<file path="config.mk">
export PLATFORM = sky130hd
export DESIGN_NAME = dcw_decode
export DESIGN_NICKNAME = d
export VERILOG_FILES = /design/src/hdl/dcw_pkg.sv /design/src/hdl/dcw_sel2.sv /design/src/hdl/dcw_decode.sv
export SDC_FILE = /design/constraint.sdc
export NUM_CORES = 2
export LEC_CHECK = 0
export BUFFER_PORTS_ARGS = -buffer_cell sky130_fd_sc_hd__buf_2
export CORE_MARGIN = 4
export CORE_UTILIZATION = 30
export CTS_BUF_LIST = sky130_fd_sc_hd__clkbuf_8
export DETAILED_ROUTE_END_ITERATION = 10
export GPL_ROUTABILITY_DRIVEN = 0
export PLACE_DENSITY = 0.52
export SLEW_MARGIN = 10
export SYNTH_ARGS = -nofsm -noshare
export SYNTH_HDL_FRONTEND = slang
export SYNTH_SLANG_ARGS = --single-unit
</file>
<file path="constraint.sdc">
create_clock -name clk -period 27.4 [get_ports clk]
set_clock_uncertainty 0.15 [all_clocks]
set_input_delay 5.48 -clock clk [delete_from_list [all_inputs] [get_ports clk]]
set_output_delay 5.48 -clock clk [all_outputs]
set_load 0.01 [all_outputs]
</file>
<file path="src/hdl/dcw_pkg.sv">
// Package of constants and types for the control word upper-bit decoder.
package dcw_pkg;
  // ********************************************************************
  // Control word bit positions and widths
  // ********************************************************************
  localparam int FSEL_LO_BIT    = 16;
  localparam int FSEL_HI_BIT    = 17;
  localparam int MSEL_LO_BIT    = 18;
  localparam int MSEL_HI_BIT    = 19;
  localparam int SPSEL_LO_BIT   = 20;
  localparam int SPSEL_HI_BIT   = 21;
  localparam int SYNC_EN_BIT    = 22;
  localparam int FLY_EN_BIT     = 23;
  localparam int DROOP_EN_BIT   = 24;
  localparam int CTRL_EN_BIT    = 25;
  localparam int CW_WIDTH       = 32;
  localparam int DATA_WIDTH     = 16;
  localparam int SCALE_WIDTH    = 16;

  // ********************************************************************
  // Operating states, control types and synchronizing modes
  // ********************************************************************
  localparam logic [9:0] OPST_READY_TO_POWER = 10'd9;
  localparam logic [9:0] OPST_PRECHARGING    = 10'd10;
  localparam logic [9:0] OPST_READY          = 10'd11;
  localparam logic [2:0] CTYPE_0 = 3'h0;
  localparam logic [2:0] CTYPE_1 = 3'h1;
  localparam logic [2:0] CTYPE_2 = 3'h2;
  localparam logic [2:0] CTYPE_3 = 3'h3;
  localparam logic [2:0] CTYPE_4 = 3'h4;
  localparam logic [2:0] CTYPE_5 = 3'h5;
  localparam logic [1:0] SYNC_CONVERTER = 2'h1;
  localparam logic [1:0] SYNC_LINE      = 2'h2;

  // ********************************************************************
  // Reset values
  // ********************************************************************
  localparam logic [1:0] SEL_RESET = 2'h0;

  // Sequencer of the motor set change, Gray coded.
  typedef enum logic [1:0]
  {
    DCW_MS_HOLD  = 2'b00,
    DCW_MS_APPLY = 2'b01
  } dcw_ms_state_t;
endpackage : dcw_pkg

</file>
<file path="src/hdl/dcw_sel2.sv">
// Two-bit set selector: builds an index and a one-hot set decode.
`timescale 1ns/1ps
`default_nettype none
module dcw_sel2
  import dcw_pkg::*;
(
  input  wire logic       clk,
  input  wire logic       rst_n,
  input  wire logic       clk_en,
  input  wire logic       bit_lo,
  input  wire logic       bit_hi,
  input  wire logic       load,
  output logic [1:0]      index,
  output logic [3:0]      onehot
);
  logic [1:0] sel_ff;
  logic [1:0] nxt_sel;
  logic [3:0] hot_ff;
  logic [3:0] nxt_hot;

  // ********************************************************************
  // Index and decode
  // ********************************************************************
  // Index is twice the high bit plus the low bit; exactly one set is hot.
  always_comb
  begin
    nxt_sel = sel_ff;
    if (load)
      nxt_sel = {bit_hi, bit_lo};
    nxt_hot = 4'h1 << nxt_sel;
  end

  // Registered so the selection outputs never glitch.
  always_ff @(posedge clk)
  begin
    if (!rst_n)
    begin
      sel_ff <= SEL_RESET;
      hot_ff <= 4'h1;
    end
    else if (clk_en)
    begin
      sel_ff <= nxt_sel;
      hot_ff <= nxt_hot;
    end
  end

  assign index  = sel_ff;
  assign onehot = hot_ff;

  one_hot_a : assert property (@(posedge clk) disable iff (!rst_n)
    $onehot(onehot) && onehot[index])
    else $error("set decode is not one-hot on the index");
endmodule : dcw_sel2
`default_nettype wire

</file>
<file path="src/hdl/dcw_decode.sv">
// Decoder of the upper control word bits 16 to 25 of a drive.
`timescale 1ns/1ps
`default_nettype none
// Behaviour
// - Control bit 16 is the low bit of the function set selection.
// - Bits 16 and 17 form an index making exactly one of four function sets active.
// - Bits 18 and 19 form an index making exactly one of four motor sets active.
// - A motor set change takes effect only in operating states 009, 010 or 011.
// - Bit 20 is the low and bit 21 the high bit of the fixed setpoint selector.
// - The chosen fixed setpoint is a percentage of reference frequency or speed.
// - In converter sync mode 1, sync is on with bit 22, option fitted, control type 2.
// - In line sync mode 2, sync is on with bit 22, option fitted, control type 1 to 3.
// - Restart on the fly is enabled exactly while bit 23 is high.
// - Droop is on with bit 24, control type 3 or 4, nonzero scaling, pulses enabled.
// - With droop on, the scaled controller output is subtracted from the setpoint.
// - Speed controller output is released with bit 25, pulses on, control type 0, 4 or 5.
module dcw_decode
  import dcw_pkg::*;
(
  input  wire logic                         clk,
  input  wire logic                         rst_n,
  input  wire logic                         clk_en,
  input  wire logic [dcw_pkg::CW_WIDTH-1:0] control_word,
  input  wire logic [9:0]                   operating_state,
  input  wire logic [2:0]                   control_type_setting,
  input  wire logic [1:0]                   sync_mode_setting,
  input  wire logic                         sync_option_fitted,
  input  wire logic                         pulses_enabled,
  input  wire logic                         fixed_ref_is_speed,
  input  wire logic [dcw_pkg::SCALE_WIDTH-1:0] droop_scaling_setting,
  input  wire logic signed [dcw_pkg::DATA_WIDTH-1:0] droop_source_setting,
  input  wire logic signed [dcw_pkg::DATA_WIDTH-1:0] speed_setpoint,
  input  wire logic [dcw_pkg::DATA_WIDTH-1:0] reference_frequency_setting,
  input  wire logic [dcw_pkg::DATA_WIDTH-1:0] reference_speed_setting,
  input  wire logic [dcw_pkg::DATA_WIDTH-1:0] fixed_percent_0,
  input  wire logic [dcw_pkg::DATA_WIDTH-1:0] fixed_percent_1,
  input  wire logic [dcw_pkg::DATA_WIDTH-1:0] fixed_percent_2,
  input  wire logic [dcw_pkg::DATA_WIDTH-1:0] fixed_percent_3,
  output logic [1:0]                        function_set_select,
  output logic [3:0]                        function_set_active,
  output logic [1:0]                        motor_set_select,
  output logic [3:0]                        motor_set_active,
  output logic [1:0]                        fixed_setpoint_select,
  output logic [dcw_pkg::DATA_WIDTH-1:0]    fixed_setpoint_value,
  output logic                              sync_enable,
  output logic                              fly_restart_enable,
  output logic                              droop_enable,
  output logic                              speed_ctrl_release,
  output logic signed [dcw_pkg::DATA_WIDTH-1:0] corrected_setpoint
);
  logic       motor_idle;
  logic       motor_change;
  logic [3:0] fixed_hot;
  logic [1:0] motor_idx;
  logic       sync_c;
  logic       droop_c;
  logic       ctrl_c;
  logic [DATA_WIDTH-1:0] fix_pct;
  logic [DATA_WIDTH-1:0] fix_ref;
  logic [DATA_WIDTH-1:0] fix_val;
  logic signed [DATA_WIDTH+SCALE_WIDTH:0] droop_prod;
  logic signed [DATA_WIDTH+SCALE_WIDTH+1:0] corr_wide;
  logic signed [DATA_WIDTH-1:0] corr_val;
  logic                  sync_ff, fly_ff, droop_ff, ctrl_ff;
  logic                  nxt_sync, nxt_fly, nxt_droop, nxt_ctrl;
  logic [DATA_WIDTH-1:0] fix_ff, nxt_fix;
  logic signed [DATA_WIDTH-1:0] corr_ff, nxt_corr;
  dcw_ms_state_t         ms_ff, nxt_ms;

  // ********************************************************************
  // Set selectors
  // ********************************************************************
  // Function sets follow bits 16 and 17 on every enabled edge, in any operating state.
  dcw_sel2 u_func
  (
    .clk    (clk),
    .rst_n  (rst_n),
    .clk_en (clk_en),
    .bit_lo (control_word[FSEL_LO_BIT]),
    .bit_hi (control_word[FSEL_HI_BIT]),
    .load   (1'b1),
    .index  (function_set_select),
    .onehot (function_set_active)
  );

  // Motor sets only reload in the idle-side states; elsewhere the old set holds.
  assign motor_idle = (operating_state == OPST_READY_TO_POWER) ||
                      (operating_state == OPST_PRECHARGING) ||
                      (operating_state == OPST_READY);
  assign motor_change = motor_idle &&
    ({control_word[MSEL_HI_BIT], control_word[MSEL_LO_BIT]} != motor_idx);

  dcw_sel2 u_motor
  (
    .clk    (clk),
    .rst_n  (rst_n),
    .clk_en (clk_en),
    .bit_lo (control_word[MSEL_LO_BIT]),
    .bit_hi (control_word[MSEL_HI_BIT]),
    .load   (motor_change),
    .index  (motor_idx),
    .onehot (motor_set_active)
  );
  assign motor_set_select = motor_idx;

  // Fixed setpoint selector, bit 20 least significant.
  dcw_sel2 u_fixed
  (
    .clk    (clk),
    .rst_n  (rst_n),
    .clk_en (clk_en),
    .bit_lo (control_word[SPSEL_LO_BIT]),
    .bit_hi (control_word[SPSEL_HI_BIT]),
    .load   (1'b1),
    .index  (fixed_setpoint_select),
    .onehot (fixed_hot)
  );

  // ********************************************************************
  // Motor set change tracker
  // ********************************************************************
  // Marks the cycle where a permitted change is being applied.
  always_comb
  begin
    nxt_ms = motor_change ? DCW_MS_APPLY : DCW_MS_HOLD;
  end

  always_ff @(posedge clk)
  begin
    if (!rst_n)
      ms_ff <= DCW_MS_HOLD;
    else if (clk_en)
      ms_ff <= nxt_ms;
  end

  // ********************************************************************
  // Enables and arithmetic
  // ********************************************************************
  // Qualified enables plus setpoint math; percentages are in 1/100 units.
  always_comb
  begin
    sync_c = 1'b0;
    if (sync_mode_setting == SYNC_CONVERTER)
      sync_c = control_word[SYNC_EN_BIT] && sync_option_fitted &&
               (control_type_setting == CTYPE_2);
    else if (sync_mode_setting == SYNC_LINE)
      sync_c = control_word[SYNC_EN_BIT] && sync_option_fitted &&
               ((control_type_setting == CTYPE_1) ||
                (control_type_setting == CTYPE_2) ||
                (control_type_setting == CTYPE_3));
    droop_c = control_word[DROOP_EN_BIT] && pulses_enabled &&
              (droop_scaling_setting != '0) &&
              ((control_type_setting == CTYPE_3) ||
               (control_type_setting == CTYPE_4));
    ctrl_c = control_word[CTRL_EN_BIT] && pulses_enabled &&
             ((control_type_setting == CTYPE_0) ||
              (control_type_setting == CTYPE_4) ||
              (control_type_setting == CTYPE_5));
    // Percentage of the chosen reference; 100 percent yields the reference.
    // The held selection is used, so a new selection reaches the value one
    // enabled edge after it shows on the select outputs.
    fix_pct = fixed_percent_0;
    if (fixed_hot[1])
      fix_pct = fixed_percent_1;
    else if (fixed_hot[2])
      fix_pct = fixed_percent_2;
    else if (fixed_hot[3])
      fix_pct = fixed_percent_3;
    fix_ref = fixed_ref_is_speed ? reference_speed_setting
                                 : reference_frequency_setting;
    fix_val = DATA_WIDTH'((32'(fix_pct) * 32'(fix_ref)) / 32'd100);
    // Scaling is Q8.8 so small droop gains are representable.
    droop_prod = droop_source_setting * $signed({1'b0, droop_scaling_setting});
    corr_wide = (DATA_WIDTH+SCALE_WIDTH+2)'(speed_setpoint) -
                (DATA_WIDTH+SCALE_WIDTH+2)'(droop_prod >>> 8);
    corr_val = droop_c ? DATA_WIDTH'(corr_wide) : speed_setpoint;
    nxt_sync  = sync_c;
    nxt_fly   = control_word[FLY_EN_BIT];
    nxt_droop = droop_c;
    nxt_ctrl  = ctrl_c;
    nxt_fix   = fix_val;
    nxt_corr  = corr_val;
  end

  always_ff @(posedge clk)
  begin
    if (!rst_n)
    begin
      sync_ff  <= 1'b0;
      fly_ff   <= 1'b0;
      droop_ff <= 1'b0;
      ctrl_ff  <= 1'b0;
      fix_ff   <= '0;
      corr_ff  <= '0;
    end
    else if (clk_en)
    begin
      sync_ff  <= nxt_sync;
      fly_ff   <= nxt_fly;
      droop_ff <= nxt_droop;
      ctrl_ff  <= nxt_ctrl;
      fix_ff   <= nxt_fix;
      corr_ff  <= nxt_corr;
    end
  end

  assign sync_enable          = sync_ff;
  assign fly_restart_enable   = fly_ff;
  assign droop_enable         = droop_ff;
  assign speed_ctrl_release   = ctrl_ff;
  assign fixed_setpoint_value = fix_ff;
  assign corrected_setpoint   = corr_ff;

  // ********************************************************************
  // Checks
  // ********************************************************************
  func_follow_a : assert property (@(posedge clk) disable iff (!rst_n)
    clk_en |=> function_set_select ==
      $past({control_word[FSEL_HI_BIT], control_word[FSEL_LO_BIT]}))
    else $error("function set does not follow bits 16 and 17");
  motor_hold_a : assert property (@(posedge clk) disable iff (!rst_n)
    (clk_en && !motor_idle) |=> $stable(motor_set_select))
    else $error("motor set changed outside idle states");
  motor_take_a : assert property (@(posedge clk) disable iff (!rst_n)
    (clk_en && motor_idle) |=> motor_set_select ==
      $past({control_word[MSEL_HI_BIT], control_word[MSEL_LO_BIT]}))
    else $error("motor set not taken in idle state");
  motor_apply_a : assert property (@(posedge clk) disable iff (!rst_n)
    (clk_en && motor_change) |=> (ms_ff == DCW_MS_APPLY) &&
      (motor_set_select != $past(motor_set_select)))
    else $error("permitted motor set change not applied");
  fixed_sel_a : assert property (@(posedge clk) disable iff (!rst_n)
    clk_en |=> fixed_setpoint_select[0] == $past(control_word[SPSEL_LO_BIT]))
    else $error("fixed setpoint low bit wrong");
  sync_conv_a : assert property (@(posedge clk) disable iff (!rst_n)
    (clk_en && sync_mode_setting == SYNC_CONVERTER &&
     control_type_setting != CTYPE_2) |=> !sync_enable)
    else $error("converter sync enabled with wrong control type");
  sync_line_a : assert property (@(posedge clk) disable iff (!rst_n)
    (clk_en && sync_mode_setting == SYNC_LINE && sync_option_fitted &&
     control_word[SYNC_EN_BIT] && control_type_setting == CTYPE_3)
    |=> sync_enable)
    else $error("line sync not enabled");
  fly_follow_a : assert property (@(posedge clk) disable iff (!rst_n)
    clk_en |=> fly_restart_enable == $past(control_word[FLY_EN_BIT]))
    else $error("restart on the fly does not follow bit 23");
  droop_gate_a : assert property (@(posedge clk) disable iff (!rst_n)
    (clk_en && (!pulses_enabled || droop_scaling_setting == '0))
    |=> !droop_enable)
    else $error("droop enabled without its conditions");
  droop_pass_a : assert property (@(posedge clk) disable iff (!rst_n)
    (clk_en && !droop_c) |=> corrected_setpoint == $past(speed_setpoint))
    else $error("setpoint altered while droop is off");
  ctrl_gate_a : assert property (@(posedge clk) disable iff (!rst_n)
    (clk_en && control_word[CTRL_EN_BIT] && pulses_enabled &&
     control_type_setting == CTYPE_5) |=> speed_ctrl_release)
    else $error("speed controller not released");
  fixed_val_a : assert property (@(posedge clk) disable iff (!rst_n)
    (clk_en && fixed_percent_0 == 16'h0064 && fixed_hot[0] &&
     fixed_ref_is_speed) |=> fixed_setpoint_value == $past(reference_speed_setting))
    else $error("fixed setpoint not scaled to reference");
endmodule : dcw_decode
`default_nettype wire

</file>
==> Word level (Yosys, flattened, before mapping) <==
Index checks and enable logic that the tools add are counted.
{ "op_classes": {"addsub": 1, "multipliers": 2, "div": 1, "magnitude_cmp": 0, "eq_ne": 11, "n_shift": 3, "mux": 8, "bitwise": 0, "n_reduce_logical": 18} }
{ "op_table": {"columns": ["operator", "n"], "rows": [
  ["2-to-1 mux 16 bit", 5],
  ["divider 32 x 7 -> 32 bit, second input constant", 1],
  ["multiplier 16 x 16 -> 32 bit", 1],
  ["equality test 10 x 4 -> 1 bit, second input constant", 3],
  ["multiplier 16 x 17 -> 24 bit", 1],
  ["nonzero test 16 bit", 1],
  ["subtractor 16 bit", 1],
  ["left shift 1 x 2 -> 4 bit, first input constant", 3],
  ["logical AND 1 bit", 9],
  ["logical OR 1 bit", 7],
  ["equality test 3 x 2 -> 1 bit, second input constant", 2],
  ["equality test 3 bit, second input constant", 2],
  ["equality test 3 x 1 -> 1 bit, second input constant", 1],
  ["logical NOT 3 bit", 1],
  ["equality test 2 x 1 -> 1 bit, second input constant", 1],
  ["equality test 2 bit, second input constant", 1],
  ["2-to-1 mux 1 bit", 2],
  ["2-to-1 mux 2 bit", 1],
  ["inequality test 2 bit", 1]
]} }
{ "totals": {"reg_bits": 54, "latch_bits": 0, "mem_bits_rw": 0, "rom_bits": 0, "input_bits": 197, "out_inout_bits": 50, "elab_cells": 56, "memories": 0} }

==> Depth between registers and ports, before layout <==
{ "logic_depth": {"ltp_word": 6, "depth_mapped": 90, "mapped_depth_nobuf": 75} }

==> Modules after synthesis <==
Synthesis repeated with hierarchy kept, for this count alone.
{ "hier_totals": {"hier_cells": 3182, "hier_area_um2": 25403.1} }
{ "modules_own_cells": {"columns": ["mod", "instances", "cells_per_inst", "area_per_inst_um2", "seq_area_each_um2"], "rows": [
  ["dcw_decode", 1, 3110, 24648.6, 720.7],
  ["dcw_sel2", 3, 24, 251.5, 120.1]
]} }

==> Worst setup path before layout <==
Ideal clock, no wire load.
{ "synth_path": {"path_kind": "input -> register", "start": "input fixed_ref_is_speed", "end": "register fix_ff[0] (netlist: fixed_setpoint_value[0])", "setup_time_ns": 0.116, "arrival_ns": 25.308, "t_required_ns": 27.134, "slack_ns": 1.825, "cell_stages": 77, "path_buffers": 8, "cell_sequence": "clkbuf_1 buf_1 mux2i_1 nor2_1 fa_1 inv_1 fa_1 fa_1 inv_1 fa_1 fa_1 inv_1 fa_1 inv_1 ha_1 buf_4 nand2_1 o21ai_0 (+41 left out) o2bb2ai_1 buf_4 a21oi_2 mux2i_1 a211o_1 o21ai_0 a221oi_1 a21oi_1 o21a_2 o41a_1 a221o_1 nor3_2 o211ai_1 o41ai_1 nor3_1 a21o_1 a21o_1 a41o_1"} }
{ "synth_between": {"elab_chain_len": 3} }
{ "synth_lines": {"columns": ["item", "line_no", "rtl"], "rows": [
  ["from (decl)", "dcw_decode.sv:29", "input wire logic fixed_ref_is_speed,"],
  ["2-to-1 mux 16 bit", "dcw_decode.sv:169", "fix_ref = fixed_ref_is_speed ? reference_speed_setting"],
  ["multiplier 16 x 16 -> 32 bit", "dcw_decode.sv:171", "fix_val = DATA_WIDTH'((32'(fix_pct) * 32'(fix_ref)) / 32'd100);"],
  ["divider 32 x 7 -> 32 bit", "dcw_decode.sv:171", null],
  ["to (signal assigned)", "dcw_decode.sv:202", "fix_ff <= nxt_fix;"],
  ["to (decl)", "dcw_decode.sv:66", "logic [DATA_WIDTH-1:0] fix_ff, nxt_fix;"]
]} }
Every way passes these cells.
A chain may end at the register's enable or synchronous reset.

==> Final worst setup path <==
{ "layout_path": {"start": "input fixed_percent_0[11] in the netlist's numbering", "end": "register fix_ff[0] (netlist: fixed_setpoint_value[0])"} }
{ "layout_between": {"elab_chain_len": 5} }
{ "layout_lines": {"columns": ["item", "line_no", "rtl"], "rows": [
  ["from (decl)", "dcw_decode.sv:35", "input wire logic [dcw_pkg::DATA_WIDTH-1:0] fixed_percent_0,"],
  ["2-to-1 mux 16 bit", "dcw_decode.sv:167", "else if (fixed_hot[3])"],
  ["2-to-1 mux 16 bit", "dcw_decode.sv:165", "else if (fixed_hot[2])"],
  ["2-to-1 mux 16 bit", "dcw_decode.sv:163", "if (fixed_hot[1])"],
  ["multiplier 16 x 16 -> 32 bit", "dcw_decode.sv:171", null],
  ["divider 32 x 7 -> 32 bit", "dcw_decode.sv:171", null]
]} }
Every way passes these cells.

==> run_results.csv <==
group,metric,value,unit
synth,synth_seq_cells,53,
synth,synth_nets,3900,
worst_setup_path,end_kind,"register",
global_routing,overflow,0,
status,status,"completed",
route,first_pass_iters,5,
timing,max_clock_freq,37.8,MHz
worst_setup_path,r2r_end,"fixed_setpoint_value[0]$_SDFFE_PN0P_",
worst_setup_path,cp_slowest_cell,"or4_1",
clock_network,cts-root-buf,"clkbuf_8",
worst_setup_path,r2r_cells,80,
worst_hold_path,hold_end,"u_motor.onehot[2]$_SDFFE_PN0P_",
synth,seq_area_frac_synth,0.0418,
timing,setup_viol,0,
route,wire_per_inst,16.1,um
clock_network,clock_tree.buffer_depth,2,
flow_run,cap_violations,0,
clock_network,clk_latency,0.30,ns
timing,fin_crit_sh,0.966,
synth,synth-async-reset-ratio,0,
worst_hold_path,min_path_type,"register to register",
synth,synth_cell_types,143,
placement,post-place-ws,0.266,ns
finish,area_growth,21.9,%
synth,yosys_warnings,0,
timing,hold_violations,0,
worst_setup_path,cpLargestDelayFamily,"compound AO/OA/AOI/OAI gates",
worst_setup_path,r2r-start,"u_fixed.onehot[2]$_SDFFE_PN0P_",
worst_setup_path,max_stage_delay,0.66,ns
route,dr_total_vias,24000,
clock_network,cts.reportedPaths.clkPinSlew,0.10,ns
clock_network,cts_tree,"done",
finish,layout-drive-gt1-share,0.236,
route,vias_per_cell,5.01,
timing,period_minus_slack,26.46,ns
global_routing,grt_pass1_wl,128000,um
floorplan,die_w,299,um
route,route.detailed.drc,0,
global_routing,grt_pass1_vias,24400,
worst_setup_path,crit_path_start_kind,"input pin",
timing,finalHoldWorstSlack,0.313,ns
timing,setup_slack,0.943,ns
worst_setup_path,cp_max_fo,9,
worst_setup_path,critPathArrivalTime,26.51,ns
global_routing,grt_max_degree,85,
worst_setup_path,reg2reg_slack,5.32,ns
placement,port_buffers,224,
floorplan,floorplan.initialDensity,0.303,
synth,synthesis.instances,3144,
worst_hold_path,whs_path_depth,2,
clock_network,htreeDepth,2,
floorplan,dieArea,89300,sq um
worst_setup_path,required,27.46,ns
finish,nNetsFinal,4413,
synth,synth_edf_count,0,
floorplan,rows,106,
synth,avgSynthCellArea,8.07,sq um
synth,synth_area,25400,sq um
global_routing,grt_antenna_before_repair,3,
worst_setup_path,critical_path_class,"input pin to register",
route,ant_nets,0,
timing,worst_slew_pin_slew,1.05,ns
synth,synthFlopType,"dfxtp_1",
route,drtIter0Drc,1286,
worst_hold_path,worstHoldStart,"u_motor.onehot[2]$_SDFFE_PN0P_",
floorplan,io_pins,247,
placement,hpwl,64100,um
worst_setup_path,critPathBufInv,15,
clock_network,cts_sinks,53,
global_routing,grt_usage,0.171,
floorplan,core-area,83700,sq um
floorplan,die_h,299,um
timing,drv_slew,0,
finish,final_util,0.369,
route,wirelength,77400,um
timing,slew_headroom,0.293,
worst_setup_path,crit_path_frequent_cell,"buf_4",
clock_network,cts_inserted_buffers,5,
==> tightest hold or removal path: stages, from the launching register on <==
cell	delay [ns]
dfxtp_1	0.32
nand2_1	0.06
a21oi_1	0.05
==> worst max-delay path by stage <==
stage / from / end / slack, ns / depth (start not counted)
after floorplan: fixed_ref_is_speed / fixed_setpoint_value[0]$_SDFFE_PN0P_ / 1.83 / 77
after global placement: fixed_percent_3[3] / fixed_setpoint_value[0]$_SDFFE_PN0P_ / 0.26 / 83
after detailed placement: fixed_percent_3[3] / fixed_setpoint_value[0]$_SDFFE_PN0P_ / 0.27 / 80
after CTS: fixed_percent_3[3] / fixed_setpoint_value[0]$_SDFFE_PN0P_ / 0.55 / 82
after global routing: fixed_percent_0[11] / fixed_setpoint_value[0]$_SDFFE_PN0P_ / -0.05 / 84
final: fixed_percent_0[11] / fixed_setpoint_value[0]$_SDFFE_PN0P_ / 0.94 / 82
==> routing by layer <==
| layer | GRT usage | routed length [um] |
|---|---|---|
| met1 | 0.225 | 34900 |
| met2 | 0.300 | 36900 |
| met3 | 0.0238 | 3820 |
| met4 | 0.0352 | 1760 |
| met5 | 0 | 9 |
==> placed cells by master (no fill, tap or decap), types with 33 or more instances in the layout <==
master    synthesis  routed
inv_1           429     429
buf_4            31     410
nand2_1         364     364
fa_1            363     363
nor2_1          308     306
buf_2             8     223
ha_1            196     195
a21oi_1         137     132
and2_1          106     106
xnor2_1          68      68
o21ai_0          61      61
nor3_1           59      54
dfxtp_1          53      53
nand3_1          54      52
a211oi_1         58      49
a21o_1           48      48
mux2i_1          49      46
o211ai_1         33      33
==> area by class of cell <==
cell class / count / area (sq um)
antenna: 2 / 5.00
clock buffer: 6 / 82.6
clock inverter: 2 / 17.5
fill: 8854 / 52800
inverter: 429 / 1610
multi-input combinational: 2530 / 22400
sequential: 53 / 1060
tap: 1134 / 1420
timing repair buffer: 638 / 4280
==> synth_stat cells (9+ instances only) <==
cell	instances	area [sq um]
nor2_1	308	1160
nand2b_1	31	194
mux2_2	22	248
or3_1	10	62.6
or2_2	25	156
a21o_1	48	360
o31ai_1	19	143
ha_1	196	2450
o21a_1	32	240
o2111ai_1	10	87.6
a31oi_1	22	138
inv_1	429	1610
o31a_1	19	166
a211oi_1	58	435
o21ai_1	26	130
dfxtp_1	53	1060
o21bai_1	13	97.6
buf_4	31	233
fa_1	363	7270
mux2i_1	49	490
nor3_1	59	295
a21oi_1	137	686
a311oi_1	9	78.8
nor2b_1	15	93.8
and2_1	106	663
o22ai_1	16	100
xnor2_1	68	596
and3_1	19	119
nand2_1	364	1370
nand3_1	54	270
nand4_1	17	106
nor4_1	22	138
a211o_1	13	114
xor2_1	30	263
clkbuf_1	80	300
o211ai_1	33	248
o21ai_0	61	305
==> stage by stage <==
step                instance area, sq um  cells  setup TNS, ns
finish                             30900   4794              0
detailed placement                 30300   4771              0
global placement                   30300   4771              0
floorplan                          25400   3144              0
CTS                                30400   4779              0
global route                       30900   4792        -0.0450
==> flip-flops by register name, indices dropped and copies added (netlist names), 2 cells and up <==
| register | cells |
|---|---|
| u_fixed.index | 2 |
| u_fixed.onehot | 3 |
| corrected_setpoint | 16 |
| u_func.onehot | 4 |
| fixed_setpoint_value | 16 |
| u_motor.index | 2 |
| u_motor.onehot | 4 |
| u_func.index | 2 |
==> what timing repair did <==
item / in CTS / in global routing
resized for setup: 0 / 82
hold endpoints to repair: 0 / 0
hold buffers: 0 / 0
endpoints found under the setup margin: 0 / 4
buffers inserted: 0 / 13
==> logic make-up (layout without fill, tap and decap cells) <==
family,after synthesis,in the layout,synth area share
other cells,0,2,0
fa+ha+maj,562,562,0.384
mux,76,76,0.0323
flops,53,53,0.0418
buf+inv,561,1075,0.0901
simple gates,1091,1091,0.204
xor+xnor,99,99,0.0349
compound gates,702,702,0.212
Power is not shown: default switching activity piles up to over one toggle a cycle in this logic, so the estimate is an artifact.
